`src/logic/lpw_cfg.svh`:
```
/*
  low-power wake control: register offsets, bit positions, reset values
  and timing figures.
  assumes a 32-bit AHB-Lite bus and a 25 MHz hclk.
*/
`ifndef LPW_CFG_SVH
`define LPW_CFG_SVH

// register byte offsets
`define LPW_OFS_RCAUSE   8'h00
`define LPW_OFS_OSCCTL   8'h04
`define LPW_OFS_CORECTL  8'h08
`define LPW_OFS_IRQ_STAT 8'h0c
`define LPW_OFS_IRQ_MASK 8'h10
`define LPW_OFS_CLKSTAT  8'h14

// reset cause register bits
`define LPW_RC_IDLE_BIT  2
`define LPW_RC_SLEEP_BIT 3
`define LPW_RC_WDOG_BIT  4

// oscillator control register bits
`define LPW_OC_DEEP_BIT  4
`define LPW_OC_MODE_LSB  0
`define LPW_OC_MODE_W    3

// core control register bits
`define LPW_CC_PRIO_LSB  0
`define LPW_CC_PRIO_W    3

// interrupt status bits
`define LPW_IS_WAKE_BIT  0
`define LPW_IS_WDOG_BIT  1
`define LPW_IS_FAILSAFE_CLOCK_MONITOR_BIT  2
`define LPW_IS_BLK_BIT   3
`define LPW_IS_W         4

// reset values
`define LPW_RST_MODE     3'h0
`define LPW_RST_PRIO     3'h0
`define LPW_RST_MASK     4'h0

// oscillator start-up delay, 20 us; 25 MHz clock
`define LPW_OST_NS       20000
`define LPW_CLK_NS       40
`define LPW_OST_CYC      ((`LPW_OST_NS + `LPW_CLK_NS - 1) / `LPW_CLK_NS)
`define LPW_CNT_W        16

// halt entry takes this many cycles to settle
`define LPW_ENTRY_CYC    2

`endif

```
`src/logic/lpw_pkg.sv`:
```
/*
  low-power wake control: shared types.
  assumes lpw_cfg.svh for the figures.
*/
package lpw_pkg;

  typedef enum logic [2:0] {
    LPW_RUN,
    LPW_ENTER,
    LPW_HALT,
    LPW_OSC_WAIT,
    LPW_WAKE
  } lpw_state_t;

  typedef struct packed {
    logic [31:0] addr;
    logic        write;
    logic        sel;
  } lpw_aphase_t;

  typedef struct packed {
    logic       wdog_flag;
    logic       sleep_flag;
    logic       idle_flag;
  } lpw_cause_t;

endpackage

```
`src/logic/lpw_wake_ctrl.sv`:
```
/*
  low-power wake control: tracks cpu halt (sleep and idle), turns a
  watchdog expiry while halted into an nmi to the reset vector, records
  wake causes, clears the watchdog on wake and gates clock-mode writes
  while a debugger is attached. registers over AHB-Lite.
  assumes the cpu asserts halt_req for one cycle per halt instruction and
  that the watchdog and interrupt controller sit on the same hclk.
*/
// The AHB-Lite slave port and the register addresses were chosen for this implementation.
`timescale 1ns/1ps
`include "lpw_cfg.svh"

//Contract
// RQ1 - watchdog expiry while halted raises an nmi, not a reset
// RQ2 - that nmi redirects the cpu to the reset vector
// RQ3 - watchdog wake never asserts a device reset; state kept
// RQ4 - cpu execution held until oscillator start-up delay has elapsed
// RQ5 - watchdog flag bit 4 of reset cause register set on watchdog wake
// RQ6 - sleep bit 3 and idle bit 2 tell where the watchdog wake occurred
// RQ7 - software returns by exception return; cpu resumes after halt
// RQ8 - watchdog count cleared automatically on every wake
// RQ9 - interrupt and expiry together may wake by interrupt, no nmi
// RQ10 - interrupt during halt instruction held until entry completes
// RQ11 - held interrupt wakes the device right after entry completes
// RQ12 - software clock mode changes blocked while debugger is active
// RQ13 - fail-safe clock monitor switches still apply under debugger
// RQ14 - no dedicated pins; only instructions, interrupts, watchdog
// RQ15 - halt with deep halt select bit clear enters idle, not sleep
// RQ16 - interrupt wakes only if priority exceeds cpu priority
// RQ17 - interrupt with priority zero never wakes the device
// RQ18 - idle wake sets idle flag; sleep wake sets sleep and idle
// RQ19 - cause flags stay set until software clears or reset
module lpw_wake_ctrl #(
  parameter int unsigned OST_CYC = `LPW_OST_CYC
) (
  input  wire logic        hclk,
  input  wire logic        hresetn,
  input  wire logic        hsel,
  input  wire logic [31:0] haddr,
  input  wire logic [1:0]  htrans,
  input  wire logic        hwrite,
  input  wire logic [2:0]  hsize,
  input  wire logic [31:0] hwdata,
  input  wire logic        hready,
  output logic      [31:0] hrdata,
  output logic             hreadyout,
  output logic             hresp,
  input  wire logic        halt_req,
  input  wire logic        irq_req,
  input  wire logic [2:0]  irq_prio,
  input  wire logic        wdog_expire,
  input  wire logic        dbg_active,
  input  wire logic        failsafe_clock_monitor_switch,
  input  wire logic [2:0]  failsafe_clock_monitor_mode,
  input  wire logic        osc_needs_start,
  output logic             cpu_halted,
  output logic             cpu_sleep,
  output logic             nmi_reset_vec,
  output logic             irq_wake,
  output logic             wdog_clear,
  output logic [2:0]       clk_mode,
  output logic             irq
);

  typedef struct packed {
    lpw_pkg::lpw_state_t   st;
    lpw_pkg::lpw_aphase_t  ap;
    lpw_pkg::lpw_cause_t   cause;
    logic                  deep;
    logic                  in_sleep;
    logic [2:0]            mode;
    logic [2:0]            prio;
    logic [`LPW_IS_W-1:0]  stat;
    logic [`LPW_IS_W-1:0]  mask;
    logic                  irq_held;
    logic                  via_wdog;
    logic [`LPW_CNT_W-1:0] cnt;
    logic [31:0]           rdata;
    logic                  halted;
    logic                  nmi;
    logic                  wake;
    logic                  wclr;
    logic                  irq;
  } lpw_regs_t;

  lpw_regs_t cur_ff;
  lpw_regs_t nxt_cur;

  logic [7:0] wofs;
  logic       wr_go;
  logic       rd_go;
  logic       irq_ok;
  logic [`LPW_IS_W-1:0] ev;

  always_comb begin
    nxt_cur = cur_ff;
    ev      = '0;
    wofs    = cur_ff.ap.addr[7:0];
    wr_go   = cur_ff.ap.sel & cur_ff.ap.write;
    rd_go   = hsel & hready & htrans[1] & ~hwrite;
    // RQ16 RQ17 priority gate
    irq_ok  = irq_req && (irq_prio != 3'h0) && (irq_prio > cur_ff.prio);

    nxt_cur.nmi  = 1'b0;
    nxt_cur.wake = 1'b0;
    nxt_cur.wclr = 1'b0;

    nxt_cur.ap.sel   = hsel & hready & htrans[1];
    nxt_cur.ap.addr  = haddr;
    nxt_cur.ap.write = hwrite;

    if (wr_go) begin
      unique case (wofs)
        `LPW_OFS_RCAUSE: begin
          // RQ19 software clears flags
          nxt_cur.cause.wdog_flag  = hwdata[`LPW_RC_WDOG_BIT];
          nxt_cur.cause.sleep_flag = hwdata[`LPW_RC_SLEEP_BIT];
          nxt_cur.cause.idle_flag  = hwdata[`LPW_RC_IDLE_BIT];
        end
        `LPW_OFS_OSCCTL: begin
          nxt_cur.deep = hwdata[`LPW_OC_DEEP_BIT];
          // RQ12 debugger blocks mode writes
          if (!dbg_active) begin
            nxt_cur.mode = hwdata[`LPW_OC_MODE_LSB +: `LPW_OC_MODE_W];
          end else begin
            ev[`LPW_IS_BLK_BIT] = 1'b1;
          end
        end
        `LPW_OFS_CORECTL:
          nxt_cur.prio = hwdata[`LPW_CC_PRIO_LSB +: `LPW_CC_PRIO_W];
        `LPW_OFS_IRQ_MASK:
          nxt_cur.mask = hwdata[`LPW_IS_W-1:0];
        default: ;
      endcase
    end

    // RQ13 fail-safe monitor always wins
    if (failsafe_clock_monitor_switch) begin
      nxt_cur.mode = failsafe_clock_monitor_mode;
      ev[`LPW_IS_FAILSAFE_CLOCK_MONITOR_BIT] = 1'b1;
    end

    unique case (cur_ff.st)
      lpw_pkg::LPW_RUN: begin
        if (halt_req) begin
          // RQ15 select sleep or idle
          nxt_cur.in_sleep = cur_ff.deep;
          nxt_cur.halted   = 1'b1;
          nxt_cur.irq_held = 1'b0;
          nxt_cur.cnt      = `LPW_CNT_W'(`LPW_ENTRY_CYC);
          nxt_cur.st       = lpw_pkg::LPW_ENTER;
        end
      end
      lpw_pkg::LPW_ENTER: begin
        // RQ10 hold coincident interrupt
        if (irq_ok) begin
          nxt_cur.irq_held = 1'b1;
        end
        nxt_cur.cnt = cur_ff.cnt - `LPW_CNT_W'(1);
        if (cur_ff.cnt == `LPW_CNT_W'(1)) begin
          nxt_cur.st = lpw_pkg::LPW_HALT;
        end
      end
      lpw_pkg::LPW_HALT: begin
        // RQ11 RQ9 interrupt wake has priority over the nmi
        if (cur_ff.irq_held || irq_ok) begin
          nxt_cur.via_wdog = 1'b0;
          nxt_cur.st       = lpw_pkg::LPW_OSC_WAIT;
        end else if (wdog_expire) begin
          // RQ1 RQ3 expiry becomes an nmi, no reset
          nxt_cur.via_wdog = 1'b1;
          nxt_cur.st       = lpw_pkg::LPW_OSC_WAIT;
        end
        if (nxt_cur.st == lpw_pkg::LPW_OSC_WAIT) begin
          // RQ8 clear watchdog on wake
          nxt_cur.wclr = 1'b1;
          // RQ4 oscillator start-up delay only from sleep
          nxt_cur.cnt  = (cur_ff.in_sleep && osc_needs_start) ?
                         `LPW_CNT_W'(OST_CYC) : `LPW_CNT_W'(0);
          // RQ18 RQ5 RQ6 cause flags
          nxt_cur.cause.idle_flag = 1'b1;
          if (cur_ff.in_sleep) begin
            nxt_cur.cause.sleep_flag = 1'b1;
          end
          if (nxt_cur.via_wdog) begin
            nxt_cur.cause.wdog_flag = 1'b1;
          end
        end
      end
      lpw_pkg::LPW_OSC_WAIT: begin
        // RQ4 hold execution for start-up
        if (cur_ff.cnt == '0) begin
          nxt_cur.st = lpw_pkg::LPW_WAKE;
        end else begin
          nxt_cur.cnt = cur_ff.cnt - `LPW_CNT_W'(1);
        end
      end
      lpw_pkg::LPW_WAKE: begin
        nxt_cur.halted   = 1'b0;
        nxt_cur.in_sleep = 1'b0;
        nxt_cur.irq_held = 1'b0;
        // RQ2 nmi steers to reset vector; RQ7 software does the return
        nxt_cur.nmi  = cur_ff.via_wdog;
        nxt_cur.wake = ~cur_ff.via_wdog;
        ev[`LPW_IS_WAKE_BIT] = 1'b1;
        ev[`LPW_IS_WDOG_BIT] = cur_ff.via_wdog;
        nxt_cur.st = lpw_pkg::LPW_RUN;
      end
      default: nxt_cur.st = lpw_pkg::LPW_RUN;
    endcase

    // read clears status; a new event on the same cycle wins
    if (rd_go && (haddr[7:0] == `LPW_OFS_IRQ_STAT)) begin
      nxt_cur.stat = '0;
    end
    nxt_cur.stat = nxt_cur.stat | ev[`LPW_IS_W-1:0];
    nxt_cur.irq  = |(nxt_cur.stat & nxt_cur.mask);

    nxt_cur.rdata = '0;
    if (rd_go) begin
      unique case (haddr[7:0])
        `LPW_OFS_RCAUSE: begin
          nxt_cur.rdata[`LPW_RC_WDOG_BIT]  = cur_ff.cause.wdog_flag;
          nxt_cur.rdata[`LPW_RC_SLEEP_BIT] = cur_ff.cause.sleep_flag;
          nxt_cur.rdata[`LPW_RC_IDLE_BIT]  = cur_ff.cause.idle_flag;
        end
        `LPW_OFS_OSCCTL: begin
          nxt_cur.rdata[`LPW_OC_DEEP_BIT] = cur_ff.deep;
          nxt_cur.rdata[`LPW_OC_MODE_LSB +: `LPW_OC_MODE_W] = cur_ff.mode;
        end
        `LPW_OFS_CORECTL:
          nxt_cur.rdata[`LPW_CC_PRIO_LSB +: `LPW_CC_PRIO_W] = cur_ff.prio;
        `LPW_OFS_IRQ_STAT:
          nxt_cur.rdata[`LPW_IS_W-1:0] = cur_ff.stat | ev[`LPW_IS_W-1:0];
        `LPW_OFS_IRQ_MASK:
          nxt_cur.rdata[`LPW_IS_W-1:0] = cur_ff.mask;
        `LPW_OFS_CLKSTAT:
          nxt_cur.rdata[5:0] = {cur_ff.halted, cur_ff.in_sleep,
                                dbg_active, cur_ff.mode};
        default: ;
      endcase
    end
  end

  always_ff @(posedge hclk or negedge hresetn) begin
    if (!hresetn) begin
      cur_ff      <= '0;
      cur_ff.st   <= lpw_pkg::LPW_RUN;
      cur_ff.mode <= `LPW_RST_MODE;
      cur_ff.prio <= `LPW_RST_PRIO;
      cur_ff.mask <= `LPW_RST_MASK;
    end else begin
      cur_ff <= nxt_cur;
    end
  end

  // RQ14 all wake control is internal logic, no pins
  assign hrdata        = cur_ff.rdata;
  assign hreadyout     = 1'b1;
  assign hresp         = 1'b0;
  assign cpu_halted    = cur_ff.halted;
  assign cpu_sleep     = cur_ff.in_sleep;
  assign nmi_reset_vec = cur_ff.nmi;
  assign irq_wake      = cur_ff.wake;
  assign wdog_clear    = cur_ff.wclr;
  assign clk_mode      = cur_ff.mode;
  assign irq           = cur_ff.irq;

endmodule

```
`config.mk`:
```
export PLATFORM = sky130hd
export DESIGN_NAME = lpw_wake_ctrl
export DESIGN_NICKNAME = d
export VERILOG_FILES = /design/src/logic/lpw_pkg.sv /design/src/logic/lpw_wake_ctrl.sv
export VERILOG_INCLUDE_DIRS = /design/src /design/src/logic
export SDC_FILE = /design/constraint.sdc
export NUM_CORES = 1
export LEC_CHECK = 0
export ABC_AREA = 1
export BUFFER_PORTS_ARGS = -buffer_cell sky130_fd_sc_hd__buf_2
export CAP_MARGIN = 20
export CORE_ASPECT_RATIO = 1.5
export CORE_MARGIN = 3
export CORE_UTILIZATION = 45
export CTS_CLUSTER_DIAMETER = 150
export CTS_CLUSTER_SIZE = 16
export DETAILED_ROUTE_END_ITERATION = 6
export PLACE_DENSITY_LB_ADDON = 0.25
export SYNTH_ARGS = -nofsm -noshare
export SYNTH_HDL_FRONTEND = slang
export SYNTH_SLANG_ARGS = --single-unit
export TNS_END_PERCENT = 10
```
`constraint.sdc`:
```
create_clock -name hclk -period 3.53 [get_ports hclk]
set_input_delay 0.5295 -clock hclk [delete_from_list [all_inputs] [get_ports hclk]]
set_output_delay 0.5295 -clock hclk [all_outputs]
set_load 0.02 [all_outputs]
```
## Word level (Yosys, flattened, before mapping)

Index checks and enable logic that the tools add are counted.

- Word-level logic and storage cells: 129
- Output and inout bits: 43
- Bits in registers: 61
- Input port bits: 86

- Reductions and logical operators: 24
- Add/sub/neg operators: 1
- Eq/ne operators: 21
- Mux-type cells: 51
- Magnitude comparators: 1
- Bitwise gates (word level): 9

Operator list:

| cell | number |
|---|---|
| one-hot mux 16 bit (4 select lines) | 1 |
| 2-to-1 mux 16 bit | 3 |
| 2-to-1 mux 3 bit | 13 |
| equality test 8 x 4 -> 1 bit (second input constant) | 3 |
| equality test 8 x 5 -> 1 bit (second input constant) | 3 |
| 2-to-1 mux 1 bit | 17 |
| equality test 16 x 1 -> 1 bit (second input constant) | 1 |
| equality test 8 x 3 -> 1 bit (second input constant) | 2 |
| logical NOT 16 bit | 1 |
| logical NOT 8 bit | 2 |
| 2-to-1 mux 4 bit | 4 |
| subtractor 16 x 1 -> 16 bit (second input constant) | 1 |
| 2-to-1 mux 6 bit | 2 |
| != test 2 bit (second input constant) | 6 |
| one-hot mux 3 bit (4 select lines) | 1 |
| equality test 3 x 2 -> 1 bit (second input constant) | 3 |
| 2-to-1 mux 9 bit | 1 |
| AND reduction 3 bit | 3 |
| bitwise OR 4 bit | 2 |
| one-hot mux 2 bit (4 select lines) | 1 |
| one-hot mux 1 bit (3 select lines) | 2 |
| AND reduction 2 bit | 3 |
| nonzero test 2 bit | 3 |
| nonzero test 3 bit | 2 |
| 18 further kinds | 27 |

## Logic depth before layout (Yosys ltp)

- Word-level depth: 9
- Gate-level depth with buffers: 11
- Depth with buffers taken out: 11

## Worst setup path before layout

No wires, ideal clock.

- Path type: input port to flip-flop
- From: input port irq_prio[2]
- To: register cur_ff[40] (netlist name)
- Arrival time: 1.654 ns
- Buffers on the path: 1
- Setup time: 0.117 ns
- Path slack: 1.760 ns
- Stages: 8
- Required time: 3.413 ns
- Cells stage by stage: ha_1 a21oi_1 o21ai_0 nand2_1 nand4_4 buf_2 nand3_1 nand2_1

- Word-level cells in the longest chain between the ends: 9
- Elaborated cells on any way between the ends: 10
- Classes of those cells: order compare: 1; eq/ne: 2; mux: 2; reduce/logical: 5

Ends and longest elaborated chain:

| what | RTL line | source |
|---|---|---|
| from (decl) | lpw_wake_ctrl.sv:50 | `input wire logic [2:0] irq_prio,` |
| branches (longest 2 deep; another with greater-than comparator 3 bit) | -- |  |
| logical AND 1 bit (*) | lpw_wake_ctrl.sv:102 | `irq_ok = irq_req && (irq_prio != 3'h0) && (irq_prio > cur_ff.prio);` |
| logical OR 1 bit (*) | lpw_wake_ctrl.sv:166 | `if (cur_ff.irq_held \|\| irq_ok) begin` |
| 2-to-1 mux 3 bit (*) | lpw_wake_ctrl.sv:166 |  |
| 2-to-1 mux 3 bit (*) | lpw_wake_ctrl.sv:143 | `unique case (cur_ff.st)` |
| equality test 3 x 2 -> 1 bit (*) | lpw_wake_ctrl.sv:174 | `if (nxt_cur.st == lpw_pkg::LPW_OSC_WAIT) begin` |
| != test 2 bit (no line) (*) | -- |  |
| AND reduction 4 bit (no line) (*) | -- |  |
| to (signal assigned) | lpw_wake_ctrl.sv:253 | `cur_ff <= nxt_cur;` |
| to (decl) | lpw_wake_ctrl.sv:86 | `lpw_regs_t cur_ff;` |

Every way passes the cells marked *. The select of a mux whose other input is x is not followed.
A chain may end at the register's enable or synchronous reset.

## Worst setup path after layout

- From: register cur_ff[65] (netlist name)
- To: register cur_ff[46] (netlist name)

- Word-level cells in the longest chain between the ends: 8

Ends and longest elaborated chain:

| what | RTL line |
|---|---|
| greater-than comparator 3 bit | lpw_wake_ctrl.sv:102 |
| logical AND 1 bit | lpw_wake_ctrl.sv:102 |
| logical OR 1 bit | lpw_wake_ctrl.sv:166 |
| 2-to-1 mux 3 bit | lpw_wake_ctrl.sv:166 |
| 2-to-1 mux 3 bit | lpw_wake_ctrl.sv:143 |
| equality test 3 x 2 -> 1 bit | lpw_wake_ctrl.sv:174 |
| != test 2 bit (no line) | -- |
| AND reduction 4 bit (no line) | -- |

No other way between the ends. The select of a mux whose other input is x is not followed.

==> summary.md <==
| Metric | Value |
|---|---|
| Status | `finished clean` |
| Initial antenna violation count | `0` |
| Routing usage on met2 | `38.7%` |
| Routed len/inst | `13.3 microns` |
| Setup tns final | `0 ns` |
| Synth Instances | `511` |
| Final hold vios | `0` |
| Gp weighted congestion | `0.959` |
| Clock root buffer master | `clkbuf_16` |
| CTS Buffer Depth | `2` |
| Inserted Clock Buffers | `9` |
| Full die area | `9170 sq um` |
| Top post-synthesis cells by area | `dfrtp_1 (42%), nand2_1 (16%), nor2_1 (8.5%)` |
| CP Max Fanout | `18` |
| Setup slack after layout | `1.54 ns` |
| Fin crit period | `1.99 ns` |
| Fill cells | `802` |
| Worst IR drop on VDD | `0.267 mV` |
| Synth area leader | `dfrtp_1` |
| Core Rows | `39` |
| Commonest cells after routing, fill and taps aside | `nand2_1 (150), nor2_1 (82), dfrtp_1 (61)` |
| Period utilization | `56.5%` |
| First-pass GRT wire length | `14.5 mm` |
| Clk_lat worst skew | `0.33 ns` |
| H-tree depth | `3` |
| Vias post-DR | `3140` |
| Top cell type's share of synthesized area | `42.2%` |
| Vias in the first global route | `3165` |
| CP bufs+invs | `1` |
| HP Class | `primary input to asynchronous set/reset pin` |
| Final WL | `8.79 mm` |
| Nets | `645` |
| Grt met3 use | `4.74%` |
| Worst endpoint required time | `3.79 ns` |
| Clock sinks | `61` |
| DRT iter0 DRCs | `119` |
| WP data arrival | `2.26 ns` |
| Fmax | `502 MHz` |
| Number of buffers added on ports | `45` |
| GRT overflow | `0` |
| Final core utilization | `52.9%` |
| Die width | `79.2 microns` |
| Routed vias/inst | `4.76` |
| Commonest non-fill, non-tap cell in the layout | `nand2_1` |
| Clock tree from TritonCTS | `built` |
| RSZ-0062 raised after global routing | `no` |
| Largest net degree at the start of global routing | `40` |
| Place WS | `1.31 ns` |
| DPL Wire Length | `6.81 mm` |
| Initial Util | `46.9%` |
| Number of synthesized register bits | `61` |
| Post-cts resize count | `0` |
| Final Max Tran Viols | `0` |
| Seq/Total Area, Yosys | `42.2%` |
| Most frequent CP cell | `nand2_1` |
| Core area | `7710 sq um` |
| Predominant post-synthesis flop cell | `dfrtp_1` |
| Antenna cells | `0` |
| Number of synthesized flops with an enable pin | `0` |
| Final setup violation count | `0` |
| Clock-pin slew on the worst setup and hold paths | `0.05 ns` |
| Asr flop ratio synth | `100%` |
| CP peak stage delay | `0.37 ns` |
| Yosys Warn Count | `0` |
| Gr busiest metal | `met2` |
| Syn Area/Cell | `7.08 sq um` |
| Setup crit end kind | `flop` |
| Max-cap violations | `0` |
| Post-route ant nets | `0` |
| GRT Overall Usage | `20.7%` |
| Leakage | `2.19 nW` |
| DR pass1 iterations | `5` |
| Io pins | `129` |
| Synthesized area | `3620 sq um` |
| Pwr Density | `424 nW/um^2` |
| Critical path cell sequence | `inv_1, ha_1, a21oi_1, o21ai_0, nand2_1, nand4_4, nand2_4, nand2_1, nand2_1` |
| Unique masters post-synth | `26` |
| Min Hold Slack | `0.166 ns` |
| Hold_buf cts | `0` |
| DRC | `0` |
| Layout cells sized above 1 | `12.2%` |
| Crit-path slowest cell | `dfrtp_1` |
| Cell family with most CP delay | `simple AND/OR/NAND/NOR gates` |
| Die height | `116 microns` |
| Routing usage on met1 | `20.5%` |
| Final Skew | `0.00345 ns` |
| WS Path Type | `flop to flop` |
| Post-CTS Setup Inserts | `0` |
| Startpoint type of the worst setup path | `flop` |
| Area delta synth->final | `12.9%` |
-- report_power, final --
part	switching, mW	internal [mW]
Clock	0.304	0.603
Combinational	0.0798	0.0263
Sequential	0.00694	0.712
Total	0.391	1.34
-- metal layers --
metal | vias up | share of wire (%) | wire, microns
met3 | 26 | 4.8 | 419
met5 | - | 0 | 0
met4 | 0 | 4.8 | 426
met1 | 1412 | 37 | 3260
met2 | 86 | 53 | 4680
li1 | 1616 | - | -
-- per-stage QoR --
step / cells / area, sq um / power [mW]
2_1_floorplan: 537 / 3710 / 0.816
3_3_place_gp: 644 / 3770 / 0.835
3_5_place_dp: 644 / 3770 / 0.837
4_1_cts: 660 / 4080 / 1.75
5_1_grt: 660 / 4080 / 1.80
6_report: 660 / 4080 / 1.73
-- logic make-up (layout without fill, tap and decap cells) --
family,Yosys count,count (layout),share of synthesized area [%]
buffers and inverters,101,122,14.7
AND/OR/NAND/NOR,297,297,34.2
AO/OA/AOI/OAI,43,43,6.44
other,2,28,0.208
XOR/XNOR,1,1,0.242
flip-flops,61,61,42.2
adder cells (fa/ha/maj),6,6,2.08
-- final timing paths --
check                                  startpoint                     end  slack, ns  cells past startpoint
max                        cur_ff[65]$_DFFE_PN0P_  cur_ff[46]$_DFFE_PN0P_       1.54                      9
min                                       hresetn    cur_ff[76]$_DFF_PN0_       0.17                      1
max reg2reg                cur_ff[65]$_DFFE_PN0P_  cur_ff[46]$_DFFE_PN0P_       1.54                      9
min reg2reg                  cur_ff[73]$_DFF_PN0_    cur_ff[73]$_DFF_PN0_       0.49                      2
max in group asynchronous                 hresetn  cur_ff[51]$_DFFE_PN0P_       2.48                      2
min in group hclk                          hwrite    cur_ff[75]$_DFF_PN0_       0.33                      1
-- cells in the mapped netlist (2+ instances only) --
master and n:
a21oi_1 9, buf_4 38, conb_1 2, dfrtp_1 61, ha_1 6, inv_1 57
inv_2 3, nand2_1 150, nand3_1 55, nor2_1 82, nor3_1 4, o211ai_1 2
o21ai_0 26, o21bai_1 4
-- state kept, by name, indices dropped and copies added (netlist names) --
signal,count
clk_mode,3
cpu_halted,1
cpu_sleep,1
cur_ff,46
hrdata,6
irq,1
irq_wake,1
nmi_reset_vec,1
wdog_clear,1
-- layout make-up --
type                    instances  area (sq um)  area share (%)
multi-input cells             375          1660            40.6
inverters                      60           225            5.52
repair buffers                 46           233            5.70
flip-flops and latches         61          1530            37.4
well taps                     102           128            3.13
clock inverters                 3          42.5            1.04
clock buffers                  13           270            6.62
-- worst register-to-register path, cell delays in order, from the launching register on --
cell     delay (ns)
dfrtp_1        0.37
inv_1          0.12
ha_1           0.27
a21oi_1        0.14
o21ai_0        0.09
nand2_1        0.18
nand4_4        0.30
nand2_4        0.31
nand2_1        0.09
nand2_1        0.06
Note: power is estimated with default switching activity, not from simulation.
